$ cat config.mk
export PLATFORM = sky130hd
export DESIGN_NAME = fls_supervisor
export DESIGN_NICKNAME = d
export VERILOG_FILES = /design/src/rtl/fls_pkg.sv /design/src/rtl/fls_hb_watch.sv /design/src/rtl/fls_supervisor.sv
export VERILOG_INCLUDE_DIRS = /design/src /design/src/rtl
export SDC_FILE = /design/constraint.sdc
export NUM_CORES = 1
export LEC_CHECK = 0
export ABC_AREA = 1
export ABC_CLOCK_PERIOD_IN_PS = 2500
export BUFFER_PORTS_ARGS = -buffer_cell sky130_fd_sc_hd__clkbuf_2
export CORE_ASPECT_RATIO = 1.2
export CORE_UTILIZATION = 45
export DETAILED_ROUTE_END_ITERATION = 8
export HOLD_SLACK_MARGIN = 0.02
export PLACE_DENSITY = 0.71
export SYNTH_ARGS = -nofsm -noshare
export SYNTH_HDL_FRONTEND = slang
export SYNTH_SLANG_ARGS = --single-unit
export TNS_END_PERCENT = 30
$ cat constraint.sdc
create_clock -name clk_i -period 2.5 [get_ports clk_i]
set_input_delay 0.25 -clock clk_i [delete_from_list [all_inputs] [get_ports clk_i]]
set_output_delay 0.25 -clock clk_i [all_outputs]
set_load 0.01 [all_outputs]
$ cat src/rtl/fls_map.svh
// Register offsets, field positions, reset values and timing counts of the link supervisor
`ifndef FLS_MAP_SVH
`define FLS_MAP_SVH
`define FLS_OFF_CTRL 8'h00
`define FLS_OFF_STATUS 8'h04
`define FLS_OFF_MASK 8'h08
`define FLS_OFF_PEER_SEL 8'h0c
`define FLS_OFF_SCAN_USE 8'h10
`define FLS_OFF_HB_PERIOD 8'h14
`define FLS_OFF_LINK_STAT 8'h18
`define FLS_CTRL_FAULT_RESET 0
`define FLS_CTRL_D2D_CAP 1
`define FLS_ST_OWN 0
`define FLS_ST_INIT 1
`define FLS_ST_MASTER 2
`define FLS_ST_PEER 3
`define FLS_NUM_PEERS 4
`define FLS_NUM_SCAN 10
`define FLS_HB_IN_BIT 2
`define FLS_HB_OUT_BIT 0
`define FLS_HB_PERIOD_RST 32'h000f4240
`define FLS_CTRL_RST 32'h00000002
`endif

$ cat src/rtl/fls_pkg.sv
// Types of the fieldbus link supervisor
package fls_pkg;
    typedef enum logic [1:0] {
        FLS_INIT_WAIT = 2'b00,
        FLS_INIT_RUN = 2'b01,
        FLS_INIT_DONE = 2'b10
    } fls_init_state_t;
    typedef logic [3:0] fls_peer_sel_t;
endpackage

$ cat src/rtl/fls_hb_watch.sv
// Heartbeat echo and stall watchdog
`timescale 1ns/10ps
`include "fls_map.svh"
module fls_hb_watch (
    input wire logic clk_i,
    input wire logic rst_i,
    input wire logic enable_i,
    input wire logic [31:0] period_i,
    input wire logic [15:0] seq_in_word_i,
    output logic [15:0] seq_out_word_o,
    output logic stall_o
);
    logic hb_prev_reg;
    logic [31:0] cnt_reg;
    logic [31:0] cnt_next;
    wire hb_rx = seq_in_word_i[`FLS_HB_IN_BIT];
    wire hb_edge = hb_rx ^ hb_prev_reg;
    wire expired = (cnt_reg >= period_i);
    ////////////////////////////////////////////////////////////////
    // Counter restarts on every heartbeat transition
    assign cnt_next = (hb_edge || !enable_i) ? 32'h00000000 :
                      (expired ? cnt_reg : cnt_reg + 32'h00000001);
    assign stall_o = enable_i && expired;
    // Echo register
    always_ff @(posedge clk_i) begin
        if (rst_i) begin
            hb_prev_reg <= 1'b0;
            cnt_reg <= 32'h00000000;
            seq_out_word_o <= 16'h0000;
        end else begin
            hb_prev_reg <= hb_rx;
            cnt_reg <= cnt_next;
            seq_out_word_o <= {15'h0000, hb_rx} << `FLS_HB_OUT_BIT;
        end
    end
endmodule // fls_hb_watch

$ cat src/rtl/fls_supervisor.sv
// Fieldbus link supervisor with Wishbone register file
//
// The Wishbone slave port and the placing of the registers were chosen for this implementation.
`timescale 1ns/10ps
`include "fls_map.svh"
module fls_supervisor (
    input wire logic clk_i,
    input wire logic rst_i,
    input wire logic wb_cyc_i,
    input wire logic wb_stb_i,
    input wire logic wb_we_i,
    input wire logic [7:0] wb_adr_i,
    input wire logic [3:0] wb_sel_i,
    input wire logic [31:0] wb_dat_i,
    output logic [31:0] wb_dat_o,
    output logic wb_ack_o,
    input wire logic board_wdt_fault_i,
    input wire logic board_hw_fault_i,
    input wire logic init_done_i,
    input wire logic init_error_i,
    input wire logic own_online_i,
    input wire logic master_online_i,
    input wire logic master_healthy_i,
    input wire logic master_scan_update_i,
    input wire logic [15:0] online_map_i,
    input wire logic [15:0] healthy_map_i,
    input wire logic [15:0] update_map_i,
    input wire logic [15:0] serial_seq_in_word_i,
    output logic [15:0] serial_seq_out_word_o,
    output logic own_station_fault_o,
    output logic init_fault_o,
    output logic master_link_fault_o,
    output logic peer_link_fault_o,
    output logic irq_o
);
    import fls_pkg::*;

    logic [31:0] ctrl_reg;
    logic [3:0] status_reg;
    logic [3:0] status_next;
    logic [3:0] mask_reg;
    logic [15:0] peer_sel_reg;
    logic [9:0] scan_use_reg;
    logic [31:0] hb_period_reg;
    logic ack_reg;
    logic [31:0] rdata_reg;
    logic online_seen_reg;
    fls_init_state_t init_state_reg;
    fls_init_state_t init_state_next;
    logic hb_stall;

    ////////////////////////////////////////////////////////////////
    // Station status by number; station 0 is never selected
    function automatic logic peer_bad(input fls_peer_sel_t sel, input logic [15:0] onl,
                                      input logic [15:0] hlt, input logic [15:0] upd);
        peer_bad = (sel != 4'h0) && !(onl[sel] && hlt[sel] && upd[sel]);
    endfunction

    ////////////////////////////////////////////////////////////////
    // Bus decode
    wire bus_req = wb_cyc_i && wb_stb_i && !ack_reg;
    wire bus_wr = bus_req && wb_we_i && wb_sel_i[0];
    wire wr_ctrl = bus_wr && (wb_adr_i == `FLS_OFF_CTRL);
    wire wr_status = bus_wr && (wb_adr_i == `FLS_OFF_STATUS);
    wire wr_mask = bus_wr && (wb_adr_i == `FLS_OFF_MASK);
    wire wr_peer = bus_wr && (wb_adr_i == `FLS_OFF_PEER_SEL);
    wire wr_scan = bus_wr && (wb_adr_i == `FLS_OFF_SCAN_USE);
    wire wr_per = bus_wr && (wb_adr_i == `FLS_OFF_HB_PERIOD);
    wire fault_reset = wr_ctrl && wb_dat_i[`FLS_CTRL_FAULT_RESET];
    wire d2d_cap = ctrl_reg[`FLS_CTRL_D2D_CAP];

    ////////////////////////////////////////////////////////////////
    // Detection enables
    wire scan_any_used = |scan_use_reg;
    wire peers_sel = |peer_sel_reg;
    wire det_en = scan_any_used;

    ////////////////////////////////////////////////////////////////
    // Initialisation supervision
    always_comb begin
        init_state_next = init_state_reg;
        case (init_state_reg)
            FLS_INIT_WAIT: if (init_done_i) init_state_next = FLS_INIT_RUN;
            FLS_INIT_RUN: if (own_online_i) init_state_next = FLS_INIT_DONE;
            FLS_INIT_DONE: init_state_next = FLS_INIT_DONE;
            default: init_state_next = FLS_INIT_WAIT;
        endcase
    end
    // Init done but not online, or processing error
    wire ev_init = det_en && (init_error_i ||
                   (init_state_reg == FLS_INIT_RUN && !own_online_i));

    ////////////////////////////////////////////////////////////////
    // Fault events
    wire board_fail = board_wdt_fault_i || board_hw_fault_i;
    wire ev_own = det_en && online_seen_reg && board_fail;
    wire link_bad = !own_online_i || !master_online_i || !master_healthy_i ||
                    !master_scan_update_i;
    wire ev_master = det_en && online_seen_reg && (link_bad || hb_stall);
    wire [3:0] peer_bad_vec;
    assign peer_bad_vec[0] = peer_bad(peer_sel_reg[3:0], online_map_i, healthy_map_i,
                                      update_map_i);
    assign peer_bad_vec[1] = peer_bad(peer_sel_reg[7:4], online_map_i, healthy_map_i,
                                      update_map_i);
    assign peer_bad_vec[2] = peer_bad(peer_sel_reg[11:8], online_map_i, healthy_map_i,
                                      update_map_i);
    assign peer_bad_vec[3] = peer_bad(peer_sel_reg[15:12], online_map_i, healthy_map_i,
                                      update_map_i);
    wire ev_peer = det_en && peers_sel && d2d_cap && online_seen_reg &&
                   (|peer_bad_vec);
    wire [3:0] events = {ev_peer, ev_master, ev_init, ev_own};

    ////////////////////////////////////////////////////////////////
    // Sticky status: set wins over clear and over fault reset
    assign status_next = events |
        (status_reg & ~(wr_status ? wb_dat_i[3:0] : 4'h0) & ~{4{fault_reset}});

    ////////////////////////////////////////////////////////////////
    // Read mux
    wire [31:0] rd_mux =
        (wb_adr_i == `FLS_OFF_CTRL) ? ctrl_reg :
        (wb_adr_i == `FLS_OFF_STATUS) ? {28'h0000000, status_reg} :
        (wb_adr_i == `FLS_OFF_MASK) ? {28'h0000000, mask_reg} :
        (wb_adr_i == `FLS_OFF_PEER_SEL) ? {16'h0000, peer_sel_reg} :
        (wb_adr_i == `FLS_OFF_SCAN_USE) ? {22'h000000, scan_use_reg} :
        (wb_adr_i == `FLS_OFF_HB_PERIOD) ? hb_period_reg :
        (wb_adr_i == `FLS_OFF_LINK_STAT) ? {28'h0000000, hb_stall, online_seen_reg,
                                            init_state_reg} :
        32'h00000000;

    ////////////////////////////////////////////////////////////////
    // Heartbeat echo and stall supervision
    fls_hb_watch u_hb (
        .clk_i(clk_i),
        .rst_i(rst_i),
        .enable_i(det_en && online_seen_reg),
        .period_i(hb_period_reg),
        .seq_in_word_i(serial_seq_in_word_i),
        .seq_out_word_o(serial_seq_out_word_o),
        .stall_o(hb_stall)
    );

    ////////////////////////////////////////////////////////////////
    // Configuration registers
    always_ff @(posedge clk_i) begin
        if (rst_i) begin
            ctrl_reg <= `FLS_CTRL_RST;
            mask_reg <= 4'h0;
            peer_sel_reg <= 16'h0000;
            scan_use_reg <= 10'h000;
            hb_period_reg <= `FLS_HB_PERIOD_RST;
        end else begin
            if (wr_ctrl) ctrl_reg <= {30'h00000000, wb_dat_i[`FLS_CTRL_D2D_CAP], 1'b0};
            if (wr_mask) mask_reg <= wb_dat_i[3:0];
            if (wr_peer) peer_sel_reg <= wb_dat_i[15:0];
            if (wr_scan) scan_use_reg <= wb_dat_i[9:0];
            if (wr_per) hb_period_reg <= wb_dat_i;
        end
    end

    // Status, state and bus answer
    always_ff @(posedge clk_i) begin
        if (rst_i) begin
            status_reg <= 4'h0;
            init_state_reg <= FLS_INIT_WAIT;
            online_seen_reg <= 1'b0;
            ack_reg <= 1'b0;
            rdata_reg <= 32'h00000000;
        end else begin
            status_reg <= status_next;
            init_state_reg <= init_state_next;
            online_seen_reg <= online_seen_reg || (own_online_i && init_done_i);
            ack_reg <= bus_req;
            rdata_reg <= bus_req ? rd_mux : 32'h00000000;
        end
    end

    ////////////////////////////////////////////////////////////////
    // Outputs
    assign wb_ack_o = ack_reg;
    assign wb_dat_o = rdata_reg;
    assign own_station_fault_o = status_reg[`FLS_ST_OWN];
    assign init_fault_o = status_reg[`FLS_ST_INIT];
    assign master_link_fault_o = status_reg[`FLS_ST_MASTER];
    assign peer_link_fault_o = status_reg[`FLS_ST_PEER];
    assign irq_o = |(status_reg & mask_reg);
endmodule // fls_supervisor

==> summary.txt, run 1 <==
RUN STATUS
-------------------------------------------------------------------------------------
Result of the run                                                        finished, final reports clean

WORST SETUP PATH
-------------------------------------------------------------------------------------
Category of the most critical setup path                                      reg2reg
Crit path cell chain                                                     ha_1 -> a21o_1 -> nor2_1 -> nand2_1 -> nor2_1 -> nand2_1 -> nand2_2 -> nand2_4 -> inv_2 -> buf_12 -> nand2_1 -> a21oi_1
Highest cell delay on the worst timing path                                   0.44 ns
Arrival time of data at the critical path endpoint                            2.43 ns
Endpoint kind of the worst setup timing path                                flip-flop
Worst reg2reg path endpoint                                              u_hb.cnt_reg[14]
Worst R2R Path Depth                                                               12
Worst R2R Start                                                          u_hb.cnt_reg[15]
Capturing element of the worst setup path                                u_hb.cnt_reg[14]
Critical path startpoint category                                           flip-flop
Startpoint of the worst setup timing path                                u_hb.cnt_reg[15]
Required time at the endpoint of the critical path                            2.84 ns
Cell seen most often among critical-path stages                          sky130_fd_sc_hd__nand2_1
Cell with the largest stage delay on the worst path                      sky130_fd_sc_hd__dfxtp_1
Reg2Reg Setup Slack                                                           0.41 ns
Largest fanout on the critical path                                                17

DETAILED ROUTING
-------------------------------------------------------------------------------------
Via density per instance                                                         5.11
Number of detailed-routing iterations run before antenna repair                     5
Average wire per standard cell                                                13.6 µm
Number of remaining DRC errors                                                      0
Via count                                                                        7439
Total Routed Length                                                          19800 µm
Number of DRC markers in iteration 0                                              427
Final antenna-violating net count                                                   0

SYNTH
-------------------------------------------------------------------------------------
Ys flop type                                                             sky130_fd_sc_hd__dfxtp_1
Syn Inst Count                                                                   1091
Proportion of netlist area held by the largest area contributor                 36.0%
Seq/Total Area, Yosys                                                           36.0%
Number of enable-type register cells in the synthesized netlist                     0
Number of distinct library cells after synthesis                                   44
Cell type contributing the most total cell area after synthesis          sky130_fd_sc_hd__dfxtp_1
Avg Cell Area, Syn                                                           6.93 µm²
FF+latch count, synth                                                             136
Count of warnings emitted by yosys                                                  0
Netlist area before placement                                                7560 µm²
Cell types with the largest area share after synthesis                   sky130_fd_sc_hd__dfxtp_1 (36%), sky130_fd_sc_hd__nand2_1 (12%), sky130_fd_sc_hd__a21oi_1 (6.7%)
Fraction of registers with async set or reset after synthesis                      0%

TIMING
-------------------------------------------------------------------------------------
Clock period minus final worst setup slack                                    2.09 ns
Max frequency                                                                 479 MHz
Transition at the pin with the smallest max-transition slack                 0.756 ns
Number of max-slew violations in the final report                                   0
Total of endpoints with negative setup slack in the final report                    0
Worst clock skew                                                           0.00753 ns
Worst hold slack across all endpoints                                       0.0489 ns
Final number of hold-violating endpoints                                            0
Final period util                                                               83.5%
Unrepaired setup endpoints after global routing                                    no
Relative slew slack                                                             49.5%
Aggregate negative setup slack                                                   0 ns

HOLD PATH
-------------------------------------------------------------------------------------
Number of cells on the worst hold path                                              3
Type of the most critical hold path                                            in2reg

GLOBAL ROUTE
-------------------------------------------------------------------------------------
Global-route usage over all layers                                              23.2%
Wire length of the first global-routing pass                                 31900 µm
Antenna violations before repair                                                    0
Overflow left after global routing                                                  0
Maximum number of pins on one net before global-route repair                       66
Via count of the first global-routing pass                                       6798

FLOORPLANNING
-------------------------------------------------------------------------------------
Effective utilization at floorplan                                              46.3%
Placement row count                                                                51
Die span in x                                                                  120 µm
Die ar.                                                                     17300 µm²
Area of the core                                                            16300 µm²
DIE HEIGHT                                                                     144 µm
Top-level port count                                                              175

CTS
-------------------------------------------------------------------------------------
CTS sink cnt                                                                      136
CTS hold repair buffers                                                             0
Number of buffers on the longest clock path                                         2
Clock buffers created by TritonCTS                                                 17
CTS root buf                                                             sky130_fd_sc_hd__clkbuf_16
Post-cts resize count                                                               0
Clock latency on the worst-skew pair                                          0.42 ns
TritonCTS clock tree                                                            built
CTS H-Tree Depth                                                                    4
Clock-pin slew of the registers on the worst-case setup and hold paths        0.06 ns
Buffers inserted during post-CTS setup optimization                                 0

PWR
-------------------------------------------------------------------------------------
Peak VDD IR                                                                  0.364 mV
Total power density per cell area                                          579 nW/µm²
LEAKAGE                                                                       4.15 nW

LAYOUT
-------------------------------------------------------------------------------------
Fill count                                                                       1595
Growth of design area from synthesis to finish                                  19.5%
Fraction of layout cells with a size suffix above 1                             18.5%
Antenna Diode Count                                                                 0
Fin nets                                                                         1387
Finished Core Util                                                              55.3%

PLACE
-------------------------------------------------------------------------------------
Final weighted congestion of routability-driven global placement                0.998
Port Buf Inserts                                                                  141
HPWL after DPL                                                               15100 µm

JOB
-------------------------------------------------------------------------------------
Maxcap violations                                                                   0

area by class of cell:
class                   count  area, µm²  area share, %
repair buffers            151        793           8.78
well taps                 212        265           2.94
multi-input cells         791       4110           45.4
clock buffers              18        439           4.86
inverters                 133        499           5.52
clock inverters            14        211           2.34
flip-flops and latches    136       2720           30.1
cells in the mapped netlist (9+ instances only):
library cell	count
sky130_fd_sc_hd__clkbuf_1	13
sky130_fd_sc_hd__o21ai_0	77
sky130_fd_sc_hd__nor2_1	126
sky130_fd_sc_hd__a21oi_1	102
sky130_fd_sc_hd__nand2_1	245
sky130_fd_sc_hd__o211ai_1	9
sky130_fd_sc_hd__xor2_1	18
sky130_fd_sc_hd__nand3_1	52
sky130_fd_sc_hd__nand4_1	18
sky130_fd_sc_hd__buf_4	22
sky130_fd_sc_hd__nor3_1	21
sky130_fd_sc_hd__o22ai_1	9
sky130_fd_sc_hd__inv_1	126
sky130_fd_sc_hd__ha_1	36
sky130_fd_sc_hd__dfxtp_1	136
kinds of logic after synthesis:
group	after synthesis	share of synthesized area, %
other	1	0.0496
flip-flops	136	36.0
AO/OA/AOI/OAI	216	15.6
AND/OR/NAND/NOR	497	28.8
XOR/XNOR	26	3.01
multiplexers	1	0.132
adder cells (fa/ha/maj)	36	5.96
buffers and inverters	178	10.4
routing by layer:
layer | wire (µm) | track usage [%]
met4 | 430 | 8.64
met2 | 9790 | 41.7
met1 | 8560 | 27.9
met5 | 0 | 0
met3 | 1020 | 3.43
power by group:
| part | internal, mW | switching (mW) | total, mW |
|---|---|---|---|
| registers | 2.19 | 0.0134 | 2.20 |
| logic | 0.113 | 0.175 | 0.288 |
| clock network | 1.73 | 1.02 | 2.74 |
| total | 4.02 | 1.21 | 5.23 |
cell usage in the layout (no fill, tap or decap), types with 2 or more instances in the layout:
| cell | netlist | layout |
|---|---|---|
| sky130_fd_sc_hd__o22ai_2 | 4 | 4 |
| sky130_fd_sc_hd__nand2_2 | 8 | 8 |
| sky130_fd_sc_hd__or2_2 | 3 | 3 |
| sky130_fd_sc_hd__o21ai_0 | 77 | 77 |
| sky130_fd_sc_hd__o221ai_1 | 2 | 2 |
| sky130_fd_sc_hd__nand3_1 | 52 | 52 |
| sky130_fd_sc_hd__nor3_2 | 5 | 5 |
| sky130_fd_sc_hd__nand4_1 | 18 | 18 |
| sky130_fd_sc_hd__o211ai_1 | 9 | 9 |
| sky130_fd_sc_hd__o21a_1 | 2 | 2 |
| sky130_fd_sc_hd__bufinv_16 | 0 | 4 |
| sky130_fd_sc_hd__nand2_1 | 245 | 245 |
| sky130_fd_sc_hd__nor4_2 | 3 | 3 |
| sky130_fd_sc_hd__a21oi_2 | 3 | 3 |
| sky130_fd_sc_hd__nor2_4 | 2 | 2 |
| sky130_fd_sc_hd__clkbuf_2 | 0 | 141 |
| sky130_fd_sc_hd__ha_1 | 36 | 36 |
| sky130_fd_sc_hd__buf_4 | 22 | 9 |
| sky130_fd_sc_hd__a21oi_1 | 102 | 102 |
| sky130_fd_sc_hd__inv_6 | 0 | 3 |
| sky130_fd_sc_hd__nand3_2 | 2 | 2 |
| sky130_fd_sc_hd__inv_1 | 126 | 126 |
| sky130_fd_sc_hd__clkbuf_16 | 0 | 17 |
| sky130_fd_sc_hd__conb_1 | 1 | 15 |
| sky130_fd_sc_hd__dfxtp_1 | 136 | 136 |
| sky130_fd_sc_hd__inv_8 | 0 | 2 |
| sky130_fd_sc_hd__o22ai_1 | 9 | 9 |
| sky130_fd_sc_hd__xor2_1 | 18 | 18 |
| sky130_fd_sc_hd__inv_2 | 7 | 7 |
| sky130_fd_sc_hd__clkinv_4 | 0 | 4 |
| sky130_fd_sc_hd__o21ai_1 | 3 | 3 |
| sky130_fd_sc_hd__nor3_1 | 21 | 21 |
| sky130_fd_sc_hd__xnor2_1 | 8 | 8 |
| sky130_fd_sc_hd__nor2_2 | 6 | 6 |
| sky130_fd_sc_hd__nor2_1 | 126 | 126 |
worst min-delay path by stage:
stage | start | slack, ns | endpoint
after floorplan | rst_i | 0.32 | online_seen_reg
after global placement | scan_use_reg[2] | 0.45 | scan_use_reg[2]
after detailed placement | hb_period_reg[25] | 0.46 | wb_dat_o[25]
after CTS | wb_dat_i[19] | 0.04 | hb_period_reg[19]
after global routing | wb_dat_i[19] | 0.04 | hb_period_reg[19]
final | wb_dat_i[19] | 0.05 | hb_period_reg[19]
critical path, delay by kind of cell, from the launching register on:
kind	cells	cell delay [ns]
simple gates	7	0.56
flops	1	0.44
buf+inv	2	0.42
compound gates	2	0.30
fa+ha+maj	1	0.30
through the flow:
stage                     cells  instance area, µm²  power [mW]  setup slack, ns
after floorplan            1105                7620        2.41            0.799
after global placement     1423                8390        2.53            0.502
after detailed placement   1423                8390        2.53            0.465
after CTS                  1455                9040        5.27            0.388
after global routing       1455                9040        5.40            0.158
final                      1455                9040        5.23            0.412
Note: power is estimated with default switching activity, not from simulation.
==> run 2: changes to the inputs <==
ABC_AREA = 0   (was 1)
ABC_CLOCK_PERIOD_IN_PS = 1900   (was 2500)
PLACE_DENSITY = 0.73   (was 0.71)
clock period = 1.9 ns   (was 2.5 ns; I/O delays follow)
==> summary.txt, run 2 <==
TIMING
-------------------------------------------------------------------------------------
Aggregate negative setup slack                                              -17.88 ns
Worst hold slack across all endpoints                                       0.0278 ns
Final number of hold-violating endpoints                                            0
Number of max-slew violations in the final report                                   0
Final period util                                                                133%
PnR worst setup slack                                                       -0.620 ns
Relative slew slack                                                             43.5%
Unrepaired setup endpoints after global routing                                   yes
Total of endpoints with negative setup slack in the final report                   36
Worst clock skew                                                            0.0116 ns
Clock period minus final worst setup slack                                    2.52 ns
Max frequency                                                                 397 MHz
Transition at the pin with the smallest max-transition slack                 0.848 ns

CTS
-------------------------------------------------------------------------------------
Clock latency on the worst-skew pair                                          0.43 ns
CTS sink cnt                                                                      136
Clock buffers created by TritonCTS                                                 17
CTS H-Tree Depth                                                                    4
Number of buffers on the longest clock path                                         2
Clock-pin slew of the registers on the worst-case setup and hold paths        0.06 ns
CTS root buf                                                             sky130_fd_sc_hd__clkbuf_16
TritonCTS clock tree                                                            built

PLACE
-------------------------------------------------------------------------------------
Cell Count Post-Placement                                                        1330
Port Buf Inserts                                                                  138
Area after DPL                                                               9500 µm²
Final weighted congestion of routability-driven global placement                0.937
HPWL after DPL                                                               16700 µm
Minimum setup slack after placement                                         -0.614 ns

DETAILED ROUTING
-------------------------------------------------------------------------------------
Total Routed Length                                                          26200 µm
Number of detailed-routing iterations run before antenna repair                     5
Average wire per standard cell                                                18.7 µm
Number of DRC markers in iteration 0                                              656
Final antenna-violating net count                                                   0
Via count                                                                        8146
Number of remaining DRC errors                                                      0
Via density per instance                                                         5.82

FLOORPLANNING
-------------------------------------------------------------------------------------
Placement row count                                                                51
DIE HEIGHT                                                                     143 µm
Top-level port count                                                              175
Effective utilization at floorplan                                              45.8%
Die span in x                                                                  119 µm
Die ar.                                                                     17000 µm²
Area of the core                                                            16200 µm²

PWR
-------------------------------------------------------------------------------------
Total Power                                                                   6.52 mW
Total power density per cell area                                          597 nW/µm²
Peak VDD IR                                                                  0.457 mV
LEAKAGE                                                                       4.22 nW

HOLD PATH
-------------------------------------------------------------------------------------
Type of the most critical hold path                                            in2reg
Number of cells on the worst hold path                                              3

LAYOUT
-------------------------------------------------------------------------------------
Growth of design area from synthesis to finish                                  47.0%
Finished layout cell area                                                   10900 µm²
Fin nets                                                                         1334
Fraction of layout cells with a size suffix above 1                             39.1%
Commonest non-fill, non-tap cell in the layout                           sky130_fd_sc_hd__nand2_1
Antenna Diode Count                                                                 0
Commonest cells after routing, fill and taps aside                       sky130_fd_sc_hd__nand2_1 (152), sky130_fd_sc_hd__clkbuf_2 (138), sky130_fd_sc_hd__buf_4 (125), sky130_fd_sc_hd__dfxtp_1 (109), sky130_fd_sc_hd__a21oi_1 (76)
Finished Core Util                                                              67.4%
Final cell count without fillers                                                 1399

SYNTH
-------------------------------------------------------------------------------------
Proportion of netlist area held by the largest area contributor                 36.7%
Syn Inst Count                                                                    912
Number of distinct library cells after synthesis                                   57
Avg Cell Area, Syn                                                           8.14 µm²
Cell types with the largest area share after synthesis                   sky130_fd_sc_hd__dfxtp_1 (37%), sky130_fd_sc_hd__nand2_1 (7.8%), sky130_fd_sc_hd__ha_1 (6.1%)
Seq/Total Area, Yosys                                                           36.7%
Ys flop type                                                             sky130_fd_sc_hd__dfxtp_1
FF+latch count, synth                                                             136
Fraction of registers with async set or reset after synthesis                      0%
Library cell with the highest instance count after synthesis             sky130_fd_sc_hd__nand2_1
Count of warnings emitted by yosys                                                  0
Top post-synthesis cells by count                                        sky130_fd_sc_hd__nand2_1 (154), sky130_fd_sc_hd__dfxtp_1 (136), sky130_fd_sc_hd__a21oi_1 (85)
Number of enable-type register cells in the synthesized netlist                     0
Netlist area before placement                                                7430 µm²
Cell type contributing the most total cell area after synthesis          sky130_fd_sc_hd__dfxtp_1

WORST SETUP PATH
-------------------------------------------------------------------------------------
Arrival time of data at the critical path endpoint                            2.81 ns
Endpoint kind of the worst setup timing path                                flip-flop
Category of the most critical setup path                                      reg2reg
Largest fanout on the critical path                                                13
Reg2Reg Setup Slack                                                          -0.62 ns
Critical path startpoint category                                           flip-flop
Worst R2R Path Depth                                                               10
Required time at the endpoint of the critical path                            2.19 ns

GLOBAL ROUTE
-------------------------------------------------------------------------------------
Global-route usage over all layers                                              29.2%
Wire length of the first global-routing pass                                 38700 µm
Antenna violations before repair                                                    0
Maximum number of pins on one net before global-route repair                       74
Via count of the first global-routing pass                                       7848
Overflow left after global routing                                                  0

JOB
-------------------------------------------------------------------------------------
Maxcap violations                                                                   0

RUN STATUS
-------------------------------------------------------------------------------------
Result of the run                                                        finished with violations
Failing checks                                                           negative setup slack

[run 2: cell count changes in the layout (fill, tap and decap cells not counted), moves of 19 or more]
cell / before / now
sky130_fd_sc_hd__o21ai_0: 77 / 15
sky130_fd_sc_hd__dfxtp_1: 136 / 109
sky130_fd_sc_hd__nor2_1: 126 / 17
sky130_fd_sc_hd__buf_4: 9 / 125
sky130_fd_sc_hd__mux2i_1: 1 / 31
sky130_fd_sc_hd__nand2_1: 245 / 152
sky130_fd_sc_hd__a21oi_1: 102 / 76
sky130_fd_sc_hd__dfxtp_2: 0 / 27
sky130_fd_sc_hd__nand2b_1: 0 / 27
sky130_fd_sc_hd__inv_1: 126 / 28
sky130_fd_sc_hd__dlygate4sd3_1: 0 / 19
[run 2: per-layer routing]
metal  GRT usage [%]  vias to the layer above  part of all wire [%]
met5               0                        -                     0
met4            16.5                        0                   5.1
met3            5.63                       92                   7.6
met2            50.5                      419                    50
met1            33.7                     3860                    38
li1                -                     3775                     -
[run 2: worst paths after layout]
path,start,end
worst max-delay path,hb_period_reg[23],u_hb.cnt_reg[7]
worst min-delay path,wb_dat_i[14],hb_period_reg[14]
worst max register to register,hb_period_reg[23],u_hb.cnt_reg[7]
worst min register to register,hb_period_reg[3],hb_period_reg[3]
[run 2: cells by family (layout without fill, tap and decap cells)]
group	count (synthesis)	after routing	share of synthesized area (%)
buffers and inverters	120	380	7.80
xor gates and xnor gates	1	1	0.118
DFF	136	136	36.7
AOI/OAI and AO/OA	170	171	14.1
adders and majority gates	36	36	6.07
muxes	40	40	6.91
and+or+nand+nor	408	408	28.3
other	1	15	0.0505
[run 2: power breakdown]
part | switching (mW) | internal [mW] | total [mW]
registers | 0.0215 | 2.88 | 2.90
logic | 0.244 | 0.212 | 0.456
clock network | 1.25 | 1.92 | 3.17
total | 1.52 | 5.01 | 6.52
[run 2: final cells by class]
type | instances | area (µm²)
fill | 1221 | 5290
multi-input combinational | 671 | 4910
sequential | 136 | 2760
timing repair buffer | 306 | 2250
clock buffer | 23 | 488
tap | 212 | 265
inverter | 45 | 171
clock inverter | 6 | 68.8
[run 2: worst max-delay path: stages, from the launching register on]
cell and delay, ns:
sky130_fd_sc_hd__dfxtp_2 0.36, sky130_fd_sc_hd__inv_2 0.06, sky130_fd_sc_hd__ha_4 0.25, sky130_fd_sc_hd__a21oi_2 0.15, sky130_fd_sc_hd__o21ai_2 0.10, sky130_fd_sc_hd__a221oi_4 0.38
sky130_fd_sc_hd__buf_6 0.18, sky130_fd_sc_hd__o221ai_4 0.18, sky130_fd_sc_hd__bufbuf_16 0.35, sky130_fd_sc_hd__o31ai_2 0.29, sky130_fd_sc_hd__a21oi_2 0.09
[run 2: what timing repair did]
item | in CTS | in global routing
buffers inserted | 14 | 3
hold buffers | 19 | 0
setup endpoints to repair | 42 | 55
pin swaps | 9 | 28
hold endpoints to repair | 19 | 0
gates resized for setup | 45 | 52
cloned | 3 | 1
